File: src/lgtc_pkg.sv
/*
 * lgtc_pkg: register map, field positions, reset values and mode
 * enumerations for the line interface global and transmit config bank.
 * Assumes a 32-bit APB slave with printed offsets scaled by four.
 */
package lgtc_pkg;
    localparam int LGTC_NUM_CH = 4;
    // printed offsets are register indices; byte address = index * 4
    localparam logic [7:0] LGTC_IDX_JITTER_ATTEN_CONFIG = 8'h01;
    localparam logic [7:0] LGTC_IDX_TRANSMIT_CONFIG_0 = 8'h02;
    localparam logic [7:0] LGTC_IDX_GLOBAL_CONFIG_0 = 8'h40;
    localparam logic [7:0] LGTC_IDX_GLOBAL_CONFIG_1 = 8'h60;
    localparam logic [7:0] LGTC_IDX_CHANNEL_INTERRUPT_INDICATION = 8'h80;
    localparam logic [7:0] LGTC_CH_STRIDE = 8'h40;
    localparam logic [7:0] LGTC_IDX_INT_STATUS = 8'h16;
    localparam logic [7:0] LGTC_IDX_INT_MASK = 8'h11;
    // global_config_0 fields
    localparam int LGTC_GC0_PIN_LSB = 0;
    localparam int LGTC_GC0_MASK_BIT = 2;
    localparam int LGTC_GC0_COPY_BIT = 3;
    localparam int LGTC_GC0_STD_BIT = 4;
    localparam logic [7:0] LGTC_GC0_RESET = 8'h04;
    localparam logic [7:0] LGTC_GC0_WMASK = 8'h3F;
    // global_config_1 fields
    localparam int LGTC_GC1_MON_LSB = 4;
    localparam logic [7:0] LGTC_GC1_RESET = 8'h00;
    localparam logic [7:0] LGTC_GC1_WMASK = 8'hF0;
    // jitter_atten_config fields
    localparam int LGTC_JA_BW_BIT = 0;
    localparam int LGTC_JA_DP_LSB = 1;
    localparam int LGTC_JA_PL_LSB = 3;
    localparam int LGTC_JA_LIM_BIT = 5;
    localparam logic [7:0] LGTC_JA_RESET = 8'h00;
    localparam logic [7:0] LGTC_JA_WMASK = 8'h3F;
    // transmit_config_0 fields, then the interrupt mask reset value
    localparam int LGTC_TX_MD_LSB = 0;
    localparam int LGTC_TX_EDGE_BIT = 2;
    localparam int LGTC_TX_POL_BIT = 3;
    localparam int LGTC_TX_OFF_BIT = 4;
    localparam logic [7:0] LGTC_TX_RESET = 8'h00;
    localparam logic [7:0] LGTC_TX_WMASK = 8'h1F;
    localparam logic [7:0] LGTC_MASK_RESET = 8'hFF;

    typedef enum logic [1:0] {LGTC_TX_HDB3_B8ZS, LGTC_TX_AMI, LGTC_TX_DUAL_RAIL} lgtc_tx_mode_t;
    typedef enum logic [1:0] {LGTC_JA_OFF, LGTC_JA_TX, LGTC_JA_RX} lgtc_ja_place_t;
    typedef enum logic [1:0] {LGTC_DEPTH_128, LGTC_DEPTH_64, LGTC_DEPTH_32} lgtc_depth_t;
    typedef enum logic [1:0] {LGTC_MON_NONE, LGTC_MON_RX, LGTC_MON_TX} lgtc_mon_kind_t;
    typedef enum logic [1:0] {LGTC_PIN_OD_LOW, LGTC_PIN_PP_LOW, LGTC_PIN_PP_HIGH} lgtc_pin_t;
endpackage : lgtc_pkg

File: src/lgtc_regs.sv
/*
 * lgtc_regs: APB register bank for global settings and per-channel
 * jitter attenuator and transmitter configuration of a four-channel
 * line interface, with interrupt aggregation and pin drive control.
 * Assumes one clock (pclk), async active-low reset, interrupt status
 * levels arriving from channel logic on the same clock.
 */
// Implementation choice: the APB interface to the registers.
// Functional notes
// line standard bit: 0 E1, 1 T1/J1
// broadcast mode copies writes to all channels
// global mask set suppresses all interrupts
// per-source masks gate interrupts when enabled
// pin style: x0 OD low, 01/11 push-pull
// monitor codes route receivers 2-4 to ch1
// monitor codes route transmitters 2-4; odd reserved
// codes 0000/1000 mean no monitoring
// indication flags on even bits, odd zero
// channel registers repeat at 0x40 stride
// limit bit selects wide bandwidth limit mode
// placement: off, transmit path, receive path
// depth: 128, 64 or 32 bits
// bandwidth bit selects low corner frequency
// power-down bit off and driver high-Z
// polarity bit inverts transmit data inputs
// edge bit: 0 falling, 1 rising sample
// mode 00 single rail, HDB3/B8ZS coding
// mode 01 single rail, AMI coding
// mode 1x dual rail, encoder bypassed
// software keeps reserved bit 5 zero
// flag follows pending unmasked channel status
`timescale 1ns/1ps
module lgtc_regs
    import lgtc_pkg::*;
#(
    parameter int NUM_CH = LGTC_NUM_CH
) (
    // apb slave
    input wire logic pclk,
    input wire logic presetn,
    input wire logic psel,
    input wire logic penable,
    input wire logic pwrite,
    input wire logic [11:0] paddr,
    input wire logic [31:0] pwdata,
    input wire logic [3:0] pstrb,
    output logic [31:0] prdata,
    output logic pready,
    output logic pslverr,
    // interrupt sources per channel, levels on pclk
    input wire logic [NUM_CH*8-1:0] int_status,
    // interrupt pin, two-signal form (level and output enable)
    output logic irq_out,
    output logic irq_oe,
    // global settings
    output logic line_standard_select,
    output logic [1:0] monitor_kind,
    output logic [1:0] monitor_channel,
    // per-channel jitter attenuator controls
    output logic [NUM_CH-1:0] jitter_limit_mode,
    output logic [NUM_CH*2-1:0] jitter_attenuator_placement,
    output logic [NUM_CH*2-1:0] jitter_buffer_depth,
    output logic [NUM_CH-1:0] jitter_bandwidth_select,
    // per-channel transmit controls
    output logic [NUM_CH-1:0] tx_power_down,
    output logic [NUM_CH-1:0] tx_driver_hiz,
    output logic [NUM_CH-1:0] tx_data_polarity,
    output logic [NUM_CH-1:0] tx_clock_edge_select,
    output logic [NUM_CH*2-1:0] tx_path_mode
);
    logic [7:0] gc0_r;
    logic [7:0] gc1_r;
    logic [7:0] ja_r [NUM_CH];
    logic [7:0] tx_r [NUM_CH];
    logic [7:0] im_r [NUM_CH];
    logic [7:0] flags_r;

    // one wait state; a write lands only on the edge that sees pready high
    wire logic acc = psel && penable;
    wire logic wr_acc = acc && pready && pwrite && pstrb[0];
    wire logic [9:0] idx = paddr[11:2];
    wire logic word_ok = paddr[1:0] == 2'b00 && idx[9:8] == 2'b00;
    wire logic [7:0] reg_idx = idx[7:0];
    wire logic [7:0] low_idx = {2'b00, reg_idx[5:0]};
    wire logic [1:0] ch_sel = reg_idx[7:6];
    wire logic copy_en = gc0_r[LGTC_GC0_COPY_BIT];
    wire logic hit_gc0 = word_ok && reg_idx == LGTC_IDX_GLOBAL_CONFIG_0;
    wire logic hit_gc1 = word_ok && reg_idx == LGTC_IDX_GLOBAL_CONFIG_1;
    wire logic hit_ind = word_ok && reg_idx == LGTC_IDX_CHANNEL_INTERRUPT_INDICATION;
    wire logic hit_ja = word_ok && low_idx == LGTC_IDX_JITTER_ATTEN_CONFIG;
    wire logic hit_tx = word_ok && low_idx == LGTC_IDX_TRANSMIT_CONFIG_0;
    wire logic hit_im = word_ok && low_idx == LGTC_IDX_INT_MASK;
    wire logic hit_is = word_ok && low_idx == LGTC_IDX_INT_STATUS;
    wire logic mapped = hit_gc0 || hit_gc1 || hit_ind || hit_ja || hit_tx || hit_im || hit_is;

    // per-channel write select: addressed channel, or all when copying
    function automatic logic ch_wr(input logic [1:0] sel, input int ch, input logic cp);
        ch_wr = cp || sel == 2'(ch);
    endfunction : ch_wr

    // pending unmasked interrupt per channel
    logic [NUM_CH-1:0] pend;
    logic [7:0] ind_nxt;
    always_comb begin
        ind_nxt = 8'h00;
        for (int c = 0; c < NUM_CH; c++) begin
            pend[c] = |(int_status[c*8 +: 8] & ~im_r[c]);
            ind_nxt[2*c] = pend[c];
        end
    end

    wire logic irq_any = !gc0_r[LGTC_GC0_MASK_BIT] && (|pend);
    wire logic [1:0] pin_mode = gc0_r[LGTC_GC0_PIN_LSB +: 2];
    // open drain drives low only when asserted; push-pull always drives
    wire logic irq_lvl_nxt = (pin_mode == 2'b11) ? irq_any : !irq_any;
    wire logic irq_oe_nxt = pin_mode[0] ? 1'b1 : irq_any;

    // monitor decode; reserved odd codes fall back to no monitoring
    wire logic [3:0] mon = gc1_r[LGTC_GC1_MON_LSB +: 4];
    wire logic mon_act = !mon[0] && mon[2:1] != 2'b00;
    wire logic [1:0] mon_kind_nxt = !mon_act ? 2'(LGTC_MON_NONE) :
        mon[3] ? 2'(LGTC_MON_TX) : 2'(LGTC_MON_RX);
    wire logic [1:0] mon_ch_nxt = mon_act ? mon[2:1] : 2'b00;

    wire logic [7:0] rd_ch = hit_ja ? ja_r[ch_sel] : hit_tx ? tx_r[ch_sel] :
        hit_im ? im_r[ch_sel] : hit_is ? int_status[ch_sel*8 +: 8] : 8'h00;
    wire logic [7:0] rd_byte = hit_gc0 ? gc0_r : hit_gc1 ? gc1_r :
        hit_ind ? flags_r : rd_ch;

    always_ff @(posedge pclk or negedge presetn) begin
        if (!presetn) begin
            gc0_r <= LGTC_GC0_RESET;
            gc1_r <= LGTC_GC1_RESET;
        end else if (wr_acc && hit_gc0) begin
            gc0_r <= pwdata[7:0] & LGTC_GC0_WMASK;
        end else if (wr_acc && hit_gc1) begin
            gc1_r <= pwdata[7:0] & LGTC_GC1_WMASK;
        end
    end

    genvar g;
    generate
        for (g = 0; g < NUM_CH; g++) begin : g_ch
            wire logic sel_g = ch_wr(ch_sel, g, copy_en);
            always_ff @(posedge pclk or negedge presetn) begin
                if (!presetn) begin
                    ja_r[g] <= LGTC_JA_RESET;
                    tx_r[g] <= LGTC_TX_RESET;
                    im_r[g] <= LGTC_MASK_RESET;
                end else if (wr_acc && sel_g) begin
                    if (hit_ja) begin
                        ja_r[g] <= pwdata[7:0] & LGTC_JA_WMASK;
                    end
                    if (hit_tx) begin
                        tx_r[g] <= pwdata[7:0] & LGTC_TX_WMASK;
                    end
                    if (hit_im) begin
                        im_r[g] <= pwdata[7:0];
                    end
                end
            end

            wire logic [1:0] pl = ja_r[g][LGTC_JA_PL_LSB +: 2];
            wire logic [1:0] dp = ja_r[g][LGTC_JA_DP_LSB +: 2];
            wire logic [1:0] md = tx_r[g][LGTC_TX_MD_LSB +: 2];
            wire logic [1:0] pl_nxt = !pl[0] ? 2'(LGTC_JA_OFF) :
                pl[1] ? 2'(LGTC_JA_RX) : 2'(LGTC_JA_TX);
            wire logic [1:0] dp_nxt = dp[1] ? 2'(LGTC_DEPTH_32) :
                dp[0] ? 2'(LGTC_DEPTH_64) : 2'(LGTC_DEPTH_128);
            wire logic [1:0] md_nxt = md[1] ? 2'(LGTC_TX_DUAL_RAIL) :
                md[0] ? 2'(LGTC_TX_AMI) : 2'(LGTC_TX_HDB3_B8ZS);

            always_ff @(posedge pclk or negedge presetn) begin
                if (!presetn) begin
                    jitter_limit_mode[g] <= 1'b0;
                    jitter_attenuator_placement[g*2 +: 2] <= 2'(LGTC_JA_OFF);
                    jitter_buffer_depth[g*2 +: 2] <= 2'(LGTC_DEPTH_128);
                    jitter_bandwidth_select[g] <= 1'b0;
                    tx_power_down[g] <= 1'b0;
                    tx_driver_hiz[g] <= 1'b0;
                    tx_data_polarity[g] <= 1'b0;
                    tx_clock_edge_select[g] <= 1'b0;
                    tx_path_mode[g*2 +: 2] <= 2'(LGTC_TX_HDB3_B8ZS);
                end else begin
                    jitter_limit_mode[g] <= ja_r[g][LGTC_JA_LIM_BIT];
                    jitter_attenuator_placement[g*2 +: 2] <= pl_nxt;
                    jitter_buffer_depth[g*2 +: 2] <= dp_nxt;
                    jitter_bandwidth_select[g] <= ja_r[g][LGTC_JA_BW_BIT];
                    tx_power_down[g] <= tx_r[g][LGTC_TX_OFF_BIT];
                    tx_driver_hiz[g] <= tx_r[g][LGTC_TX_OFF_BIT];
                    tx_data_polarity[g] <= tx_r[g][LGTC_TX_POL_BIT];
                    tx_clock_edge_select[g] <= tx_r[g][LGTC_TX_EDGE_BIT];
                    tx_path_mode[g*2 +: 2] <= md_nxt;
                end
            end
        end
    endgenerate

    always_ff @(posedge pclk or negedge presetn) begin
        if (!presetn) begin
            flags_r <= 8'h00;
            irq_out <= 1'b1;
            irq_oe <= 1'b0;
            line_standard_select <= 1'b0;
            monitor_kind <= 2'(LGTC_MON_NONE);
            monitor_channel <= 2'b00;
            prdata <= 32'h0000_0000;
            pready <= 1'b0;
            pslverr <= 1'b0;
        end else begin
            flags_r <= ind_nxt;
            irq_out <= irq_lvl_nxt;
            irq_oe <= irq_oe_nxt;
            line_standard_select <= gc0_r[LGTC_GC0_STD_BIT];
            monitor_kind <= mon_kind_nxt;
            monitor_channel <= mon_ch_nxt;
            // one wait state: answer registered in first access cycle
            pready <= psel && penable && !pready;
            pslverr <= psel && penable && !pready && !mapped;
            prdata <= (psel && penable && !pready && !pwrite) ? {24'h00_0000, rd_byte} : 32'h0000_0000;
        end
    end
endmodule : lgtc_regs

File: config.mk
export PLATFORM = sky130hd
export DESIGN_NAME = lgtc_regs
export DESIGN_NICKNAME = d
export VERILOG_FILES = /design/src/lgtc_pkg.sv /design/src/lgtc_regs.sv
export SDC_FILE = /design/constraint.sdc
export NUM_CORES = 1
export LEC_CHECK = 0
export ABC_CLOCK_PERIOD_IN_PS = 5300
export BUFFER_PORTS_ARGS = -buffer_cell sky130_fd_sc_hd__buf_2
export CAP_MARGIN = 20
export CORE_MARGIN = 3
export CORE_UTILIZATION = 55
export DETAILED_ROUTE_END_ITERATION = 10
export PLACE_DENSITY = 0.82
export SLEW_MARGIN = 0
export SYNTH_ARGS = -nofsm -noshare
export SYNTH_HDL_FRONTEND = slang
export SYNTH_SLANG_ARGS = --single-unit
File: constraint.sdc
create_clock -name pclk -period 5.3 [get_ports pclk]
set_clock_uncertainty 0.2 [all_clocks]
set_input_delay 1.06 -clock pclk [delete_from_list [all_inputs] [get_ports pclk]]
set_output_delay 1.06 -clock pclk [all_outputs]
set_load 0.05 [all_outputs]
-- After elaboration in Yosys (flattened, before gate mapping)
Index checks and enable logic that the tools add are counted.
W data, S select, Z words.
- input bits: 85
- bits in registers: 151
- word-level logic and storage cells: 185
- output and inout port bits: 89
- order comparisons: 1
- eq/ne operators: 11
- bitwise operators: 10
- mux-type cells: 46
- shift operators: 1
- reduce and logical (&&, ||, !) cells: 61
- operators by type and width (cell ; count):
    $mux W8 ; 14
    $bmux W8 S2 ; 3
    $mux W2 ; 19
    $and A8 B8 Y8 ; 4
    $not A8 Y8 ; 4
    $reduce_or A32 Y1 ; 1
    $reduce_or A8 Y1 ; 4
    $shiftx A32 B6 Y8 ; 1
    $reduce_and A2 Y1 ; 13
    $logic_and A1 B1 Y1 ; 23
    $eq A8 B7 Y1 const B ; 2
    $eq A6 B5 Y1 const B ; 2
    $logic_or A1 B1 Y1 ; 10
    $mux W1 ; 10
    $eq A8 B8 Y1 const B ; 1
    $eq A2 B2 Y1 const B ; 3
    $eq A6 B1 Y1 const B ; 1
    $eq A6 B2 Y1 const B ; 1
    $logic_not A1 Y1 ; 6
    $logic_not A2 Y1 ; 3
    $ge A3 B3 Y1 const B ; 1
    $not A2 Y3 ; 1
    $eq A2 B1 Y1 const B ; 1
    $reduce_bool A2 Y1 ; 1
    $not A1 Y1 ; 1

-- Longest topological paths before layout
Gate-level depths: netlist (run 1).
- depth after elaboration: 11
- gate-level depth with buffers: 7
- depth with buffers taken out: 5

-- Least setup slack after synthesis (run 1)
No wires, ideal clock.
- path kind: input -> register
- start point: input paddr[8]
- end point: register prdata[3]
- arrival: 2389 ps
- setup slack: 2579 ps
- path buffers: 2
- library setup time: 132 ps
- stages: 5
- data required time: 4968 ps
- path through: buf_2 buf_2 mux4_2 a221oi_1 o21ai_0
- cells in the longest elaborated chain, start to end: 11
- elaborated cells on any way between the ends: 25
- classes of those cells: eq/ne (3); shift (1); mux (17); bitwise (1); reduce/logical (3)
- ends and longest elaborated chain (what ; line ; RTL):
    from (decl) ; lgtc_regs.sv:44 ; input wire logic [11:0] paddr,
    parallel branches: the longest is 9 deep, another holds $shiftx A32 B6 Y8 ; n/a ;
    $mux W8 * ; lgtc_regs.sv:127 ; wire logic [7:0] rd_byte = hit_gc0 ? gc0_r : hit_gc1 ? gc1_r :
    $mux W8 * ; lgtc_regs.sv:220 ; prdata <= (psel && penable && !pready && !pwrite) ? {24'h00_0000, rd_byte} : 32'h0000_0000;
    to (signal assigned) ; lgtc_regs.sv:220 ;
    to (decl) ; lgtc_regs.sv:47 ; output logic [31:0] prdata,
Every way passes the cells marked *. The select of a mux whose other input is x is not followed.
A chain may end at the register's enable or synchronous reset.

-- Worst setup path in the final report (run 1)
- start point: input paddr[11]
- end point: register ja_r, in the netlist g_ch[0].dp[0]
- cells in the longest elaborated chain, start to end: 4
- ends and longest elaborated chain (what ; line ; RTL):
    $logic_not A2 Y1 ; lgtc_regs.sv:82 ; wire logic word_ok = paddr[1:0] == 2'b00 && idx[9:8] == 2'b00;
    $logic_and A1 B1 Y1 ; lgtc_regs.sv:82 ;
    $logic_and A1 B1 Y1 ; lgtc_regs.sv:90 ; wire logic hit_ja = word_ok && low_idx == LGTC_IDX_JITTER_ATTEN_CONFIG;
    $reduce_and A2 Y1 (no source line) ; n/a ;
    to (signal, indexed assignment) ; lgtc_regs.sv:152 ; ja_r[g] <= pwdata[7:0] & LGTC_JA_WMASK;
    to (decl) ; lgtc_regs.sv:73 ; logic [7:0] ja_r [NUM_CH];
No other way between the ends.

==> results of run 1 <==
-- sequential cells by signal (all words and copies together), names as in the netlist, 6 cells and up --
register,cells
jitter_buffer_depth,8
g_ch.dp,8
prdata,8
g_ch.pl,8
tx_path_mode,8
g_ch.md,8
jitter_attenuator_placement,8
im_r,32
tx_r,12
ja_r,8
gc0_r,6
-- layout make-up --
cell class              instances  area (um^2)  area share [%]
flip-flops and latches        151         3821           47.39
repair buffers                125        659.4           8.177
multi-input cells             286         2635           32.68
well taps                     168        210.2           2.607
inverters                      42        157.7           1.955
clock buffers                  19        432.9           5.369
clock inverters                13        147.6           1.831
-- metal layers --
layer / track usage [%] / part of all wire, % / up-vias
met3: 4.918 / 5.5 / 35
met1: 34.17 / 42 / 2325
met2: 39.92 / 50 / 174
li1: - / - / 1981
met4: 9.604 / 2.4 / 0
met5: 0 / 0 / -
-- per-stage QoR --
stage | util [%] | setup WS, ps
floorplan | - | 2579
global placement | 61.82 | 1755
detailed placement | 61.82 | 1690
CTS | 66.63 | 2099
global route | 66.86 | 1984
finish | 66.86 | 2135
-- critical path: stages --
cell and delay (ps):
buf_2 120, nor4_2 520, nand3_1 520, nor2_1 640, mux2_2 410
-- worst paths after layout --
check,from,end,slack [ps],cells past startpoint
setup / recovery,paddr[11],g_ch[0].dp[0]$_DFFE_PN0P_,2140,5
hold / removal,gc0_r[4]$_DFFE_PN0P_,line_standard_select$_DFF_PN0_,180,0
setup reg to reg,pready$_DFF_PN0_,g_ch[0].dp[0]$_DFFE_PN0P_,3000,5
hold reg to reg,gc0_r[4]$_DFFE_PN0P_,line_standard_select$_DFF_PN0_,180,0
max in group asynchronous,presetn,im_r[0]$_DFFE_PN1P_,3860,2
min in group asynchronous,presetn,monitor_kind[1]$_DFF_PN0_,300,1
-- power breakdown --
part / leakage [uW] / internal (uW) / switching [uW] / total (uW)
Combinational: 0.00178 / 45.0 / 120 / 165
Sequential: 0.00195 / 1160 / 0.880 / 1160
Clock: 0.000276 / 699 / 492 / 1190
Total: 0.00401 / 1900 / 613 / 2510
-- Yosys cell counts (2+ instances only) --
library cell / count
and3_1: 4
a32oi_1: 2
mux2_1: 6
inv_1: 42
a22o_1: 2
buf_6: 2
or4_1: 4
nor4_2: 4
buf_4: 28
nand2_1: 12
clkbuf_1: 4
a221oi_1: 3
and2_1: 6
a2bb2oi_1: 2
nor2_4: 7
or2_1: 2
buf_2: 6
nor2_2: 4
nor2_1: 12
a21oi_1: 7
nand4_1: 2
dfstp_2: 34
dfrtp_1: 117
nor3b_1: 2
nor4b_1: 2
nor2b_1: 18
mux2_2: 78
nand3_1: 5
o22ai_1: 18
o21ai_0: 10
buf_1: 4
mux4_2: 27
o21ai_1: 4
-- cells by family after synthesis --
group | count (synthesis) | share of synthesized area [%]
AOI/OAI and AO/OA | 57 | 5.504
xor gates and xnor gates | 1 | 0.1284
muxes | 111 | 22.78
other | 1 | 0.05498
buffers and inverters | 86 | 6.604
DFF | 151 | 56.03
and+or+nand+nor | 93 | 8.897
==> flow_summary.yaml, run 1 <==
final_layout:
  drive_gt1_share_pct: 49.37
  diodes: 0
  fin_area_mm2: 0.008064
  nNetsFinal: 708
  layout_commonest_cell: "buf_2"
  fin_cells: 804
  area_delta_synth_final_pct: 18.24
  final_cell_mix: "121 x buf_2, 117 x dfrtp_1, 78 x mux2_2"
  fill_cells: 889
synth:
  syn_inst: 500
  netlist_area_mm2: 0.006820
  synthArstFlopShare_pct: 100.0
  ys_types: 53
  synth.largest_area_cell: "dfrtp_1"
  synthFlopType: "dfrtp_1"
  synth_seq_area_share_pct: 56.03
  avgSynthCellArea_um2: 13.64
  ys.warnings.count: 0
  synth.area.top_cells: "dfrtp_1 43%, dfstp_2 13%, mux2_2 13%"
  synth_edf_count: 0
  ys_ff_latch: 151
  yosysTopAreaCellShare_pct: 42.93
grt:
  grt_pass1_wl_um: 26290
  gr-usage-all-layers_pct: 24.96
  gr-total-overflow: 0
  first_global_vias: 4715
  grt_max_degree: 122
  grt_antenna_before_repair: 0
power_and_ir_drop:
  p_total_uw: 2512
  ir_drop_uv: 192.9
  power_density_mw_per_mm2: 311.5
  leakagePower_uw: 0.004013
die:
  fp.dieW_um: 117.4
  initial_utilization_pct: 56.55
  die_h_um: 117.4
  pin_count: 174
  rows: 40
  core_mm2: 0.01206
  die-area_mm2: 0.01377
critical_path:
  cp-end-kind: "register"
  criticalPathCategory: "input pin to register"
  cp-start-kind: "input pin"
  critPathMaxFanout: 12
  cp.required_ps: 5410
  critPathArrivalTime_ps: 3270
clocking:
  cts_tree: "yes"
  post_cts_buffers: 0
  cts_hold_buf: 0
  cts_sinks: 151
  postCtsResizedCells: 0
  htree_levels: 4
  insertion_delay_ps: 430
  clock_path_buffers: 2
  cts_buffers: 17
  root_buffer: "clkbuf_16"
  clk_pin_slew_ps: 60
run_status:
  status: "completed"
min_path:
  hp-class: "register to register"
place:
  dp_hpwl_um: 11590
  io_buffers: 122
  postPlaceCellArea_mm2: 0.007456
  gp_congestion: 0.9503
  dp_cells: 771
routing:
  drt_iter0_markers: 388
  dr.pass1.iters: 5
  ant_nets: 0
  vias: 4515
  drt-total-wl_um: 16380
  wl_per_cell_um: 20.37
  vias_per_cell: 5.616
  drc: 0
timing:
  relSlewSlack_pct: 45.32
  post-route-min-period_ps: 3165
  whs_ps: 183.7
  worst_slew_pin_slew_ps: 820.2
  rsz0062_at_grt: "false"
  fmax_ghz: 0.3160
  finalSetupViolCount: 0
  hold_viol_final: 0
  fin_tns_setup_ps: 0
  min_period_over_period_pct: 59.71
  report.final.slew_viol_count: 0
run:
  cap_violations: 0
(Power assumes the default switching activity.)
==> run 2: changes to the inputs <==
Settings changed: ABC_CLOCK_PERIOD_IN_PS 5300 to 2700, CORE_UTILIZATION 55 to 48, PLACE_DENSITY 0.82 to 0.76.
Clock period 5.3 ns to 2.7 ns, I/O delays scaled along.
==> run 2 against run 1 <==
Net effect: wire length rose by 1.7%; utilization fell by 6.3 points; register-to-register slack got worse by 2600 ps; non-clock buffer count rose by 11; sequential power rose by 96%.
==> flow_summary.yaml, run 2 (synthesis gave the netlist of run 1 again) <==
run_status:
  status: "completed"
place:
  dp_slack_ps: 188.8
  io_buffers: 122
  dp_cells: 790
  gp_congestion: 0.9525
  postPlaceCellArea_mm2: 0.007611
  dp_hpwl_um: 12240
min_path:
  hp-class: "register to register"
final_layout:
  drive_gt1_share_pct: 50.39
  fin_area_mm2: 0.008207
  area_delta_synth_final_pct: 20.33
  final_cell_mix: "121 x buf_2, 117 x dfrtp_1, 78 x mux2_2"
  largest_reg_flops: 32
  nNetsFinal: 719
  fin_cells: 823
  top_regs: "im_r: 32 flops, tx_r: 12 flops"
  layout_commonest_cell: "buf_2"
  diodes: 0
  regMostFlops: "im_r"
  fill_cells: 1048
clocking:
  insertion_delay_ps: 430
  clk_pin_slew_ps: 60
  cts_sinks: 151
  cts_hold_buf: 1
  cts_tree: "yes"
  post_cts_buffers: 0
  cts_buffers: 17
  postCtsResizedCells: 0
  root_buffer: "clkbuf_16"
  htree_levels: 4
  clock_path_buffers: 2
grt:
  grt_max_degree: 62
  grt_pass1_wl_um: 26480
  first_global_vias: 4816
  gr-total-overflow: 0
  gr-usage-all-layers_pct: 21.76
  grt_antenna_before_repair: 0
routing:
  drt-total-wl_um: 16660
  dr.pass1.iters: 5
  wl_met1_um: 6934
  highest_layer: "met4"
  vias: 4573
  routed-wl-met2_um: 8136
  drt_iter0_markers: 355
  ant_nets: 0
  wl_met3_um: 1272
  drc: 0
  vias_per_cell: 5.557
  wl_per_cell_um: 20.25
critical_path:
  critPathArrivalTime_ps: 2400
  cp-end-kind: "register"
  cp.required_ps: 2820
  criticalPathCategory: "register to register"
  cp-start-kind: "register"
  ff2ff_setup_slack_ps: 420
  critPathMaxFanout: 3
run:
  cap_violations: 0
die:
  die_h_um: 125.2
  rows: 42
  fp.dieW_um: 125.2
  core_mm2: 0.01356
  initial_utilization_pct: 50.30
  pin_count: 174
  die-area_mm2: 0.01568
timing:
  fin_tns_setup_ps: 0
  report.final.slew_viol_count: 0
  min_period_over_period_pct: 84.39
  relSlewSlack_pct: 54.60
  rsz0062_at_grt: "false"
  fmax_ghz: 0.4389
  layout_setup_ws_ps: 421.6
  hold_viol_final: 0
  worst_slew_pin_slew_ps: 675.8
  finalSetupViolCount: 0
  post-route-min-period_ps: 2278
power_and_ir_drop:
  power_density_mw_per_mm2: 601.9
  ir_drop_uv: 387.0
  p_total_uw: 4940
  leakagePower_uw: 0.004093
-- run 2: cell types whose count changed in the layout (fill, tap and decap cells not counted), sizes merged --
cell	before	now
dlygate4sd3	0	1
buf	125	135
clkinvlp	3	1
inv	46	49
bufinv	2	1
-- run 2: layout make-up --
type	instances	area (um^2)	share of cell area, %
clock buffer	19	452.9	5.519
clock inverter	13	132.6	1.616
inverter	42	157.7	1.921
multi-input combinational	286	2635	32.11
sequential	151	3821	46.56
tap	176	220.2	2.683
timing repair buffer	136	787.0	9.590
-- run 2: through the flow --
stage / utilization, % / hold WS [ps]
global placement: 56.14 / 162.0
CTS: 60.53 / 185.9
global route: 60.53 / 188.2
floorplan: - / 44.41
detailed placement: 56.14 / 173.4
finish: 60.53 / 175.5
-- run 2: worst max-delay path, stage by stage (launching register included) --
cell,delay (ps)
dfstp_2,550
o22ai_1,90
or4_1,610
o41a_1,500
or2_1,220
-- run 2: where the power goes --
group	leakage [uW]	switching [uW]	total [uW]	internal, uW
clock	0.000288	985	2330	1340
sequential	0.00195	1.76	2270	2270
combinational	0.00185	242	343	101
total	0.00409	1230	4940	3710
-- run 2: per-layer routing --
metal,vias up,global-route usage [%]
met5,-,0
met4,0,6.505
met3,28,5.928
met2,216,34.42
met1,2328,29.78
li1,2001,-
-- run 2: final timing paths --
kind	from	endpoint	cells after the start
max reg2reg	im_r[8]$_DFFE_PN1P_	irq_oe$_DFF_PN0_	4
min	gc0_r[4]$_DFFE_PN0P_	line_standard_select$_DFF_PN0_	0
max	im_r[8]$_DFFE_PN1P_	irq_oe$_DFF_PN0_	4
min reg2reg	gc0_r[4]$_DFFE_PN0P_	line_standard_select$_DFF_PN0_	0
max in group asynchronous	presetn	im_r[21]$_DFFE_PN1P_	3
min in group asynchronous	presetn	monitor_channel[0]$_DFF_PN0_	2
==> run 3: changes to the inputs <==
Settings changed: ABC_CLOCK_PERIOD_IN_PS 2700 to 2100, CORE_UTILIZATION 48 to 53, PLACE_DENSITY 0.76 to 0.8.
Clock period 2.7 ns to 2.1 ns, I/O delays scaled along.
==> run 3 against run 2 <==
Net effect: the flow now finishes with violations (setup timing); final cell count up 7.9%; global-route usage rose by 4.3 points; power grew 32%; fmax rose by 1.6%; die area down 9.0%; wire length up 6.5%; sequential share of layout area down 3.4 points; critical path depth stayed put; combinational power increased by 45%; critical endpoint unchanged.
==> flow_summary.yaml, run 3 (synthesis gave the netlist of run 1 again) <==
routing:
  ant_nets: 0
  drt_iter0_markers: 371
  drt-total-wl_um: 17750
  dr.pass1.iters: 5
  vias: 4878
  wl_per_cell_um: 19.99
  vias_per_cell: 5.493
  drc: 0
timing:
  layout_setup_ws_ps: -141.5
  relSlewSlack_pct: 59.40
  rsz0062_at_grt: "true"
  whs_ps: 104.7
  fmax_ghz: 0.4461
  worst_slew_pin_slew_ps: 604.9
  min_period_over_period_pct: 106.7
  report.final.slew_viol_count: 0
  post-route-min-period_ps: 2242
  finalSetupViolCount: 2
  hold_viol_final: 0
place:
  dp_hpwl_um: 12960
  dp_cells: 850
  io_buffers: 122
  postPlaceCellArea_mm2: 0.008150
  gp_congestion: 0.9458
  dp_slack_ps: -209.8
power_and_ir_drop:
  p_total_uw: 6497
  power_density_mw_per_mm2: 732.8
  leakagePower_uw: 0.004508
  ir_drop_uv: 564.4
die:
  die-area_mm2: 0.01427
  fp.dieW_um: 119.4
  core_mm2: 0.01231
  pin_count: 174
  rows: 40
  initial_utilization_pct: 55.40
  die_h_um: 119.4
clocking:
  htree_levels: 4
  clk_pin_slew_ps: 60
  root_buffer: "clkbuf_16"
  cts_buffers: 17
  clock_path_buffers: 2
  cts_tree: "yes"
  insertion_delay_ps: 430
  cts_sinks: 151
run_status:
  violations: "setup timing"
  status: "finished, violations left"
critical_path:
  crit_start: "im_r[18]$_DFFE_PN1P_"
  criticalPathCategory: "register to register"
  crit_family: "simple AND/OR/NAND/NOR gates"
  timing.critical_path.buf_inv: 0
  reg2reg_from: "im_r[18]$_DFFE_PN1P_"
  critPathArrivalTime_ps: 2350
  cp.required_ps: 2210
  max_stage_delay_ps: 570
  cp-start-kind: "register"
  cp-end-kind: "register"
  critPathMaxFanout: 3
  slowest_stage: "dfstp_2"
  crit_path_cell_trace: "o22ai_2 -> or4_4 -> o41a_1 -> or2_1"
final_layout:
  top_regs: "im_r: 32 flops, tx_r: 12 flops"
  drive_gt1_share_pct: 56.67
  largest_reg_flops: 32
  fin_cells: 888
  layout_commonest_cell: "buf_2"
  nNetsFinal: 792
  diodes: 0
  fin_area_mm2: 0.008866
  final_cell_mix: "121 x buf_2, 116 x dfrtp_1, 78 x mux2_2"
  area_delta_synth_final_pct: 29.99
  regMostFlops: "im_r"
grt:
  gr-usage-all-layers_pct: 26.08
  grt_antenna_before_repair: 0
  grt_max_degree: 44
  grt_pass1_wl_um: 28100
  gr-total-overflow: 0
  first_global_vias: 5149
min_path:
  hp-class: "input pin to register"
  min_from: "pwdata[7]"
run:
  cap_violations: 0
-- run 3: changes by cell type in the layout (fill, tap and decap cells not counted), moves of 2 or more --
cell,change
o22ai_2,+4
clkinvlp_4,+2
buf_4,+68
buf_12,+5
clkinv_4,-2
or4_4,+3
o22ai_1,-4
or4_1,-3
-- run 3: where the power goes --
group / switching, uW / internal, uW / total, uW
combinational: 327 / 169 / 497
sequential: 1.04 / 2920 / 2920
clock: 1270 / 1820 / 3080
-- run 3: area by class of cell --
class                   instances  area, um^2
inverters                      42       157.7
fillers                       824        3446
well taps                     168       210.2
flip-flops and latches        151        3822
clock inverters                13       157.7
clock buffers                  19       442.9
repair buffers                209        1398
multi-input cells             286        2678
-- run 3: worst paths after layout --
check | to | slack (ps) | depth (start not counted)
max | irq_oe$_DFF_PN0_ | -140 | 4
min | im_r[15]$_DFFE_PN1P_ | 100 | 2
max reg2reg | irq_oe$_DFF_PN0_ | -140 | 4
min reg2reg | line_standard_select$_DFF_PN0_ | 180 | 0
max in group asynchronous | gc0_r[2]$_DFFE_PN1P_ | 750 | 3
min in group asynchronous | jitter_attenuator_placement[6]$_DFF_PN0_ | 280 | 2
-- run 3: metrics by stage --
step | setup TNS [ps] | util (%)
finish | -197.5 | 72.01
global route | -293.4 | 72.01
CTS | -139.9 | 71.49
detailed placement | -12170 | 66.20
global placement | -11420 | 66.20
floorplan | 0 | -
-- run 3: worst reg2reg max path, cell delays in order, from the launching register on --
cell and delay [ps]:
dfstp_2 570, o22ai_2 70, or4_4 560, o41a_1 490, or2_1 240
-- run 3: what timing repair did --
action	4_1_cts	5_1_grt
hold buffers	1	0
setup buffers	2	3
gates resized for setup	5	4
endpoints found under the setup margin	2	21
endpoints found under the hold margin	38	0
pin swaps	3	4
-- run 3: metal layers --
metal  wire length (um)  vias up  track usage (%)
met1               7241     2455            34.30
li1                   -     2145                -
met3               1169       48            5.413
met4                558        0            11.74
met2               8783      230            42.06
met5                  0        -                0
